===== src/rtl/gtc_cfg.svh =====
// Offsets, field positions, reset values and legal entry range of the pin trigger block
`ifndef GTC_CFG_SVH
`define GTC_CFG_SVH

// Register offsets
`define GTC_ADDR_PIN_CTRL   8'h05
`define GTC_ADDR_CONV_CFG   8'h06
`define GTC_ADDR_SEQ_ENTRY  8'h07

// Field positions
`define GTC_DIR_HI          7
`define GTC_DIR_LO          6
`define GTC_ISEL_HI         5
`define GTC_ISEL_LO         4
`define GTC_OSEL_HI         2
`define GTC_OSEL_LO         0
`define GTC_DEST_HI         6
`define GTC_DEST_LO         4
`define GTC_KIND_HI         1
`define GTC_KIND_LO         0
`define GTC_ENTRY_HI        6
`define GTC_ENTRY_LO        0

// Reset values
`define GTC_RST_DIR         2'h0
`define GTC_RST_ISEL        2'h0
`define GTC_RST_OSEL        3'h0
`define GTC_RST_DEST        3'h0
`define GTC_RST_KIND        2'h0
`define GTC_RST_ENTRY       7'h3a

// Legal sequence entry range
`define GTC_ENTRY_MIN       7'h3a
`define GTC_ENTRY_MAX       7'h6f

`endif


===== src/rtl/gtc_pkg.sv =====
// Types of the pin trigger configuration block
package gtc_pkg;

  typedef enum logic [1:0] {
    GTC_DIR_INPUT = 2'h0,
    GTC_DIR_RSVD  = 2'h1,
    GTC_DIR_OPEN  = 2'h2,
    GTC_DIR_CMOS  = 2'h3
  } gtc_dir_t;

  typedef enum logic [1:0] {
    GTC_IN_OFF  = 2'h0,
    GTC_IN_CONV = 2'h1,
    GTC_IN_SEQ  = 2'h2,
    GTC_IN_RSVD = 2'h3
  } gtc_isel_t;

  typedef enum logic [2:0] {
    GTC_OUT_HIZ  = 3'h0,
    GTC_OUT_IRQN = 3'h1,
    GTC_OUT_IRQ  = 3'h2,
    GTC_OUT_LOW  = 3'h3,
    GTC_OUT_HIGH = 3'h4,
    GTC_OUT_CLK  = 3'h5,
    GTC_OUT_MOD  = 3'h6,
    GTC_OUT_LSW  = 3'h7
  } gtc_osel_t;

  typedef enum logic [1:0] {
    GTC_PWR_NORMAL  = 2'h0,
    GTC_PWR_STANDBY = 2'h1,
    GTC_PWR_SLEEP   = 2'h2
  } gtc_pwr_t;

  typedef enum logic [1:0] {
    GTC_FSM_IDLE = 2'h0,
    GTC_FSM_WAKE = 2'h1
  } gtc_fsm_t;

  // Settings handed to the converter and sequencer
  typedef struct packed {
    logic [2:0] dest;
    logic [1:0] kind;
    logic [6:0] entry;
  } gtc_trig_cfg_t;

  // Whole module state
  typedef struct packed {
    gtc_dir_t      dir;
    gtc_isel_t     isel;
    gtc_osel_t     osel;
    gtc_trig_cfg_t cfg;
    logic          sync1;
    logic          sync2;
    logic          prev;
    gtc_fsm_t      fsm;
    logic          pend_seq;
    logic          wake;
    logic          conv_go;
    logic          seq_go;
    logic          pin_o;
    logic          pin_oe;
    logic          clk_tgl;
    logic [7:0]    rdata;
  } gtc_state_t;

endpackage


===== src/rtl/gtc_top.sv =====
// Second general-purpose pin: configuration, output drive and edge trigger
`timescale 1ns/1ns
`include "gtc_cfg.svh"

module gtc_top
  import gtc_pkg::*;
(
  input  wire logic       CLOCK_IN,
  input  wire logic       RST_IN,
  input  wire logic       REG_WR_IN,
  input  wire logic [7:0] REG_ADDR_IN,
  input  wire logic [7:0] REG_WDATA_IN,
  output logic      [7:0] REG_RDATA_OUT,
  input  wire logic       PIN_IN,
  output logic            PIN_OUT,
  output logic            PIN_OE_OUT,
  input  wire logic       IRQ_IN,
  input  wire logic       MOD_ACTIVE_IN,
  input  wire logic       LOW_SIDE_SW_IN,
  input  wire logic [1:0] POWER_STATE_IN,
  output logic            WAKE_REQ_OUT,
  output logic            CONV_START_OUT,
  output logic            SEQ_START_OUT,
  output logic      [2:0] RESULT_TARGET_OUT,
  output logic      [1:0] CONV_KIND_OUT,
  output logic      [6:0] SEQ_ENTRY_OUT
);

  gtc_state_t st_reg;
  gtc_state_t st_next;

  // Decoded write strobes and field views of the write data
  logic       wr_ctrl;
  logic       wr_conv;
  logic       wr_entry;
  logic [1:0] w_dir;
  logic [1:0] w_isel;
  logic [2:0] w_osel;
  logic [6:0] w_entry;
  logic       ctrl_ok;
  logic       entry_ok;
  logic       rise;
  logic       trig_en;
  logic       asleep;

  assign wr_ctrl  = REG_WR_IN && (REG_ADDR_IN == `GTC_ADDR_PIN_CTRL);
  assign wr_conv  = REG_WR_IN && (REG_ADDR_IN == `GTC_ADDR_CONV_CFG);
  assign wr_entry = REG_WR_IN && (REG_ADDR_IN == `GTC_ADDR_SEQ_ENTRY);
  assign w_dir    = REG_WDATA_IN[`GTC_DIR_HI:`GTC_DIR_LO];
  assign w_isel   = REG_WDATA_IN[`GTC_ISEL_HI:`GTC_ISEL_LO];
  assign w_osel   = REG_WDATA_IN[`GTC_OSEL_HI:`GTC_OSEL_LO];
  assign w_entry  = REG_WDATA_IN[`GTC_ENTRY_HI:`GTC_ENTRY_LO];

  // Reserved codes reject the whole byte so fields never disagree
  assign ctrl_ok  = (w_dir != GTC_DIR_RSVD) && (w_isel != GTC_IN_RSVD);

  // Out-of-range entry points would run into non-microcode space
  assign entry_ok = (w_entry >= `GTC_ENTRY_MIN) && (w_entry <= `GTC_ENTRY_MAX);

  // Edge from the second and third stage only, never the first flop
  assign rise     = st_reg.sync2 && !st_reg.prev;

  // Trigger path live only while the pin is an input
  assign trig_en  = (st_reg.dir == GTC_DIR_INPUT) && (st_reg.isel != GTC_IN_OFF);
  assign asleep   = (POWER_STATE_IN != GTC_PWR_NORMAL);

  // Next state of everything
  always_comb begin
    st_next         = st_reg;
    st_next.conv_go = 1'b0;
    st_next.seq_go  = 1'b0;
    st_next.sync1   = PIN_IN;
    st_next.sync2   = st_reg.sync1;
    st_next.prev    = st_reg.sync2;
    st_next.clk_tgl = !st_reg.clk_tgl;

    // Register writes store settings only; starts come from the pin
    if (wr_ctrl && ctrl_ok) begin
      st_next.dir  = gtc_dir_t'(w_dir);
      st_next.isel = gtc_isel_t'(w_isel);
      st_next.osel = gtc_osel_t'(w_osel);
    end
    if (wr_conv) begin
      st_next.cfg.dest = REG_WDATA_IN[`GTC_DEST_HI:`GTC_DEST_LO];
      st_next.cfg.kind = REG_WDATA_IN[`GTC_KIND_HI:`GTC_KIND_LO];
    end
    if (wr_entry && entry_ok) begin
      st_next.cfg.entry = w_entry;
    end

    // Trigger sequencing; a wake must finish before any start
    case (st_reg.fsm)
      GTC_FSM_IDLE: begin
        if (rise && trig_en) begin
          st_next.pend_seq = (st_reg.isel == GTC_IN_SEQ);
          if (asleep) begin
            st_next.wake = 1'b1;
            st_next.fsm  = GTC_FSM_WAKE;
          end else if (st_reg.isel == GTC_IN_SEQ) begin
            st_next.seq_go = 1'b1;
          end else begin
            st_next.conv_go = 1'b1;
          end
        end
      end
      GTC_FSM_WAKE: begin
        // Further edges are absorbed while waiting for normal power
        if (!asleep) begin
          st_next.wake    = 1'b0;
          st_next.fsm     = GTC_FSM_IDLE;
          st_next.seq_go  = st_reg.pend_seq;
          st_next.conv_go = !st_reg.pend_seq;
        end
      end
      default: begin
        st_next.fsm  = GTC_FSM_IDLE;
        st_next.wake = 1'b0;
      end
    endcase

    // Pin drive; output function ignored while direction is input
    st_next.pin_o  = 1'b0;
    st_next.pin_oe = 1'b0;
    if (st_reg.dir == GTC_DIR_OPEN || st_reg.dir == GTC_DIR_CMOS) begin
      case (st_reg.osel)
        GTC_OUT_HIZ:  st_next.pin_o = 1'b0;
        GTC_OUT_IRQN: st_next.pin_o = !IRQ_IN;
        GTC_OUT_IRQ:  st_next.pin_o = IRQ_IN;
        GTC_OUT_LOW:  st_next.pin_o = 1'b0;
        GTC_OUT_HIGH: st_next.pin_o = 1'b1;
        GTC_OUT_CLK:  st_next.pin_o = st_reg.clk_tgl;
        GTC_OUT_MOD:  st_next.pin_o = MOD_ACTIVE_IN;
        GTC_OUT_LSW:  st_next.pin_o = 1'b0;
        default:      st_next.pin_o = 1'b0;
      endcase
      if (st_reg.osel == GTC_OUT_HIZ) begin
        st_next.pin_oe = 1'b0;
      end else if (st_reg.osel == GTC_OUT_LSW) begin
        st_next.pin_oe = LOW_SIDE_SW_IN;
      end else if (st_reg.dir == GTC_DIR_OPEN) begin
        st_next.pin_oe = !st_next.pin_o;
      end else begin
        st_next.pin_oe = 1'b1;
      end
    end

    // Read mux; reserved bits and unmapped offsets read zero
    case (REG_ADDR_IN)
      `GTC_ADDR_PIN_CTRL:  st_next.rdata = {st_reg.dir, st_reg.isel, 1'b0, st_reg.osel};
      `GTC_ADDR_CONV_CFG:  st_next.rdata = {1'b0, st_reg.cfg.dest, 2'h0, st_reg.cfg.kind};
      `GTC_ADDR_SEQ_ENTRY: st_next.rdata = {1'b0, st_reg.cfg.entry};
      default:             st_next.rdata = 8'h00;
    endcase
  end

  // State register; constants only under reset
  always_ff @(posedge CLOCK_IN or posedge RST_IN) begin
    if (RST_IN) begin
      st_reg           <= '0;
      st_reg.dir       <= gtc_dir_t'(`GTC_RST_DIR);
      st_reg.isel      <= gtc_isel_t'(`GTC_RST_ISEL);
      st_reg.osel      <= gtc_osel_t'(`GTC_RST_OSEL);
      st_reg.cfg.dest  <= `GTC_RST_DEST;
      st_reg.cfg.kind  <= `GTC_RST_KIND;
      st_reg.cfg.entry <= `GTC_RST_ENTRY;
      st_reg.fsm       <= GTC_FSM_IDLE;
    end else begin
      st_reg <= st_next;
    end
  end

  // Every output straight from a flop
  assign REG_RDATA_OUT     = st_reg.rdata;
  assign PIN_OUT           = st_reg.pin_o;
  assign PIN_OE_OUT        = st_reg.pin_oe;
  assign WAKE_REQ_OUT      = st_reg.wake;
  assign CONV_START_OUT    = st_reg.conv_go;
  assign SEQ_START_OUT     = st_reg.seq_go;
  assign RESULT_TARGET_OUT = st_reg.cfg.dest;
  assign CONV_KIND_OUT     = st_reg.cfg.kind;
  assign SEQ_ENTRY_OUT     = st_reg.cfg.entry;
endmodule // gtc_top


===== config.mk =====
export PLATFORM = sky130hd
export DESIGN_NAME = gtc_top
export DESIGN_NICKNAME = d
export VERILOG_FILES = /design/src/rtl/gtc_pkg.sv /design/src/rtl/gtc_top.sv
export VERILOG_INCLUDE_DIRS = /design/src /design/src/rtl
export SDC_FILE = /design/constraint.sdc
export NUM_CORES = 1
export LEC_CHECK = 0
export BUFFER_PORTS_ARGS = -buffer_cell sky130_fd_sc_hd__buf_2
export CORE_MARGIN = 8
export CORE_UTILIZATION = 23
export CTS_BUF_LIST = sky130_fd_sc_hd__clkbuf_16
export DETAILED_ROUTE_END_ITERATION = 10
export GPL_TIMING_DRIVEN = 0
export PLACE_DENSITY_LB_ADDON = 0.1
export SYNTH_ARGS = -nofsm -noshare
export SYNTH_HDL_FRONTEND = slang
export SYNTH_SLANG_ARGS = --single-unit

===== constraint.sdc =====
create_clock -name CLOCK_IN -period 4.5 [get_ports CLOCK_IN]
set_input_delay 0.45 -clock CLOCK_IN [delete_from_list [all_inputs] [get_ports CLOCK_IN]]
set_output_delay 0.45 -clock CLOCK_IN [all_outputs]
set_load 0.005 [all_outputs]

=== Word level (Yosys, flattened, before mapping) ===
Cells that the tools add are included.
W data, S select, Z words.

* $lt $le $gt $ge: 2
* Equal/unequal tests: 19
* Multiplexer cells: 18
* Reductions and logical operators: 24

{| class="wikitable"
|+ Operators by type and width
! kind !! number
|-
| $eq A8 B3 Y1 const B || 3
|-
| $pmux W8 S3 || 1
|-
| $eq A3 B3 Y1 const B || 4
|-
| $logic_and A1 B1 Y1 || 10
|-
| $mux W2 || 4
|-
| $ne A2 B2 Y1 const B || 4
|-
| $pmux W2 S2 || 2
|-
| $ge A7 B6 Y1 const B || 1
|-
| $le A7 B7 Y1 const B || 1
|-
| $mux W1 || 7
|-
| $eq A2 B2 Y1 const B || 3
|-
| $eq A3 B2 Y1 const B || 2
|-
| $mux W6 || 1
|-
| $pmux W1 S6 || 1
|-
| $logic_not A1 Y1 || 5
|-
| $logic_not A2 Y1 || 2
|-
| $reduce_bool A2 Y1 || 2
|-
| $eq A3 B1 Y1 const B || 1
|-
| $logic_not A3 Y1 || 1
|-
| $mux W3 || 1
|-
| $reduce_and A3 Y1 || 1
|-
| $reduce_or A3 Y1 || 1
|-
| $eq A2 B1 Y1 const B || 1
|-
| $ne A2 B1 Y1 const B || 1
|-
| 3 further kinds || 3
|}

* Flip-flop bits (word level): 39
* Input port bits: 25
* Logic and storage cells: 81

=== Logic depth before layout (Yosys ltp) ===
* Depth after elaboration: 9
* Gate-level depth with buffers: 6

=== Least setup slack after synthesis ===
No wires, ideal clock.

* Kind: input port to flip-flop
* Start point: in REG_ADDR_IN[7]
* End point: reg st_reg (netlist bit SEQ_ENTRY_OUT[0])
* Setup time: 0.125 ns
* Arrival: 1.659 ns
* Slack: 2.716 ns
* Stages on the path: 4
* Cells stage by stage: nor4b_1 > nand2_1 > a211oi_4 > mux2_2

* Cells in the longest elaborated chain, start to end: 3

{| class="wikitable"
|+ Ends and longest elaborated chain
! item !! line !! source
|-
| start, declared || gtc_top.sv:11 || <nowiki>input wire logic [7:0] REG_ADDR_IN,</nowiki>
|-
| $eq A8 B3 Y1 || n/a ||
|-
| $logic_and A1 B1 Y1 || gtc_top.sv:48 || <nowiki>assign wr_entry = REG_WR_IN && (REG_ADDR_IN == `GTC_ADDR_SEQ_ENTRY);</nowiki>
|-
| $logic_and A1 B1 Y1 || gtc_top.sv:87 || <nowiki>if (wr_entry && entry_ok) begin</nowiki>
|-
| end signal, assigned || gtc_top.sv:168 || <nowiki>st_reg <= st_next;</nowiki>
|-
| end, declared || gtc_top.sv:29 || <nowiki>gtc_state_t st_reg;</nowiki>
|}

No other way between the ends.
A chain may end at the register's enable or synchronous reset.

=== Worst setup path in the final report ===
Ends and elaborated chain as after synthesis.

==> flow_metrics.env <==
export IMPL_cts_tree="built"
export IMPL_synth_seq_area_share_pct=53.8
export IMPL_yosysMostFrequentCell="dfrtp_1"
export IMPL_nets=225
export IMPL_die_h_um=104
export IMPL_p_leak_nw=1.17
export IMPL_crit_chain="buf_2, nor4b_1, nand2_1, a211oi_4, mux2_2"
export IMPL_final_setup_tns_ps=0
export IMPL_grt_ovfl_total=0
export IMPL_synthTopCellsByArea="dfrtp_1, mux2_2, buf_4"
export IMPL_vias=1252
export IMPL_max_slew_margin_pct=44.8
export IMPL_synth_largest_area_cell="dfrtp_1"
export IMPL_final_hold_viol_count=0
export IMPL_wl_per_cell_um=14.2
export IMPL_synthMuxAreaShare_pct=15.2
export IMPL_io_buffers=47
export IMPL_hold_path_class="in -> reg"
export IMPL_setup_violations=0
export IMPL_layout_min_cycle_time_ps=1880
export IMPL_synth_top_family_by_area="multiplexers"
export IMPL_rows=32
export IMPL_largest_reg_flops=11
export IMPL_path_clk_slew_ps=60
export IMPL_crit_slowest_cell="a211oi_4"
export IMPL_antenna_left=0
export IMPL_cp_arrival_ps=2040
export IMPL_fillers=808
export IMPL_htreeDepth=2
export IMPL_reg2reg_to="SEQ_START_OUT$_DFF_PP0_"
export IMPL_drtPass1Iterations=4
export IMPL_place_gp_congestion=0.706
export IMPL_area_delta_synth_final_pct=31.1
export IMPL_n_antenna_cell=0
export IMPL_synth_xor_area_share_pct=0
export IMPL_clock_root_buffer="clkbuf_16"
export IMPL_endpoint="SEQ_ENTRY_OUT[0]$_DFFE_PP0P_"
export IMPL_cp_max_fo=7
export IMPL_antenna_found_initial=0
export IMPL_period_share_pct=41.9
export IMPL_grt_max_degree=39
export IMPL_drt_initial_drc_count=16
export IMPL_numCtsBuffers=5
export IMPL_peakVddDrop_mv=0.195
export IMPL_drv_cap=0
export IMPL_initial_utilization_pct=23.3
export IMPL_rsz0062_at_grt="no"
export IMPL_synthAdderAreaFrac_pct=0
export IMPL_final_area_um2=2330
export IMPL_post_cts_setup_buffer_count=0
export IMPL_avgSynthCellArea_um2=12.2
export IMPL_yosys_area_top_type_share_pct=47.9
export IMPL_critical_path_max_stage_delay_ps=470
export IMPL_placed_area_um2=2140
export IMPL_worst_pin_slew_ps=827
export IMPL_ys_flop_type="dfrtp_1"
export IMPL_clk_latency_ps=280
export IMPL_outcome="completed"
export IMPL_r2r_start="st_reg[37]$_DFFE_PP0P_"
export IMPL_worstSetupPathType="in -> reg"
export IMPL_clock_sinks=38
export IMPL_drive_gt1_share_pct=54.7
export IMPL_syn_inst=146
export IMPL_wirelength_um=4300
export IMPL_hold_buffers=0
export IMPL_syn_area_um2=1780
export IMPL_post_route_drc_count=0
export IMPL_synthSimpleGateAreaFrac_pct=10.4
export IMPL_seqCellArea_um2=956
export IMPL_fp_dieArea_um2=10800
export IMPL_dp_hpwl_um=3240
export IMPL_cts_buffer_depth=2
export IMPL_grt_usage_pct=8.29
export IMPL_r2r_slack_ps=2810
export IMPL_synth_compound_area_share_pct=10.0
export IMPL_synth_edf_count=0
export IMPL_r2r_cells=4
export IMPL_synth_top_cells_by_count="dfrtp_1, mux2_2, buf_4"
export IMPL_ys_ff_latch=38
export IMPL_drv_slew=0
export IMPL_max_freq_mhz=531
export IMPL_grt_pass1_wl_um=7210
export IMPL_yosysWarnings=0
export IMPL_async_flop_share_pct=100
export IMPL_die_w_um=104
export IMPL_multi_input_area_um2=631
export IMPL_skew_ps=3.31
export IMPL_worst_endpoint_required_ps=4660
export IMPL_ctsResizeCount=0
export IMPL_synth_cell_type_count=34
export IMPL_endpoint_kind="register"
export IMPL_fp_coreArea_um2=7610
export IMPL_ioPinCount=50
export IMPL_power_density_nw_per_um2=370
export IMPL_crit_start="REG_ADDR_IN[7]"
export IMPL_viasPerCell=4.13
export IMPL_syn_nets=171
export IMPL_start_kind="input pin"
export IMPL_first_global_vias=1416
routing by layer:
layer | vias up | share of wire (%) | global-route usage [%]
li1 | 602 | - | -
met1 | 618 | 46 | 9.98
met2 | 27 | 49 | 13.8
met3 | 5 | 4.2 | 2.60
met4 | 0 | 0.84 | 2.48
met5 | - | 0 | 0
metrics by stage:
stage	hold WS [ps]	power, W	instances	worst slack [ps]	utilization [%]
floorplan	331	0.000395	146	2720	-
global placement	335	0.000421	295	2260	28.1
detailed placement	336	0.000422	295	2300	28.1
CTS	275	0.000880	303	2580	30.6
global route	273	0.000900	303	2440	30.6
finish	284	0.000860	303	2620	30.6
worst max-delay path: cells and delay by family:
kind / cells / cell delay, ps
buffers and inverters: 1 / 100
AOI/OAI and AO/OA: 1 / 470
muxes: 1 / 390
and+or+nand+nor: 2 / 630
worst min path at each step:
stage,startpoint,end,slack (ps),cells past startpoint
2_1_floorplan,st_next[18]$_DFF_PP0_,st_next[17]$_DFF_PP0_,330,0
3_3_place_gp,st_next[18]$_DFF_PP0_,st_next[17]$_DFF_PP0_,330,0
3_5_place_dp,st_next[18]$_DFF_PP0_,st_next[17]$_DFF_PP0_,340,0
4_1_cts,PIN_IN,st_next[18]$_DFF_PP0_,270,1
5_1_grt,PIN_IN,st_next[18]$_DFF_PP0_,270,1
6_report,PIN_IN,st_next[18]$_DFF_PP0_,280,1
final cells by class:
type,count,area share (%)
Sequential cell,38,41.1
Clock inverter,3,2.74
Multi-Input combinational cell,81,27.1
Inverter,4,0.645
Tap cell,102,5.48
Timing Repair Buffer,47,10.1
Clock buffer,5,5.38
Buffer,23,7.47
cells in the final DEF (no fill, tap or decap), types with 2 or more instances in the layout:
cell	instances
dfstp_2	4
a22oi_1	5
inv_1	3
buf_2	48
bufinv_16	2
a21oi_1	2
or3_1	2
o21ai_0	3
o22a_2	2
mux2_2	23
nor2b_1	2
o21a_1	2
buf_4	21
nand2_1	9
dfrtp_1	34
nand2b_1	2
nor2_1	10
clkbuf_16	5
nand3_1	3
report_power, final:
group,internal [W],switching (W)
clock network,0.000315,0.000131
logic,0.0000277,0.0000271
registers,0.000351,0.00000764
total,0.000694,0.000166
cells by family (layout without fill, tap and decap cells):
group	count (synthesis)	in the layout
buffers and inverters	27	82
multiplexers	24	24
AO/OA/AOI/OAI	22	22
AND/OR/NAND/NOR	35	35
flip-flops	38	38
No activity file was read; power rests on OpenSTA's default activity.
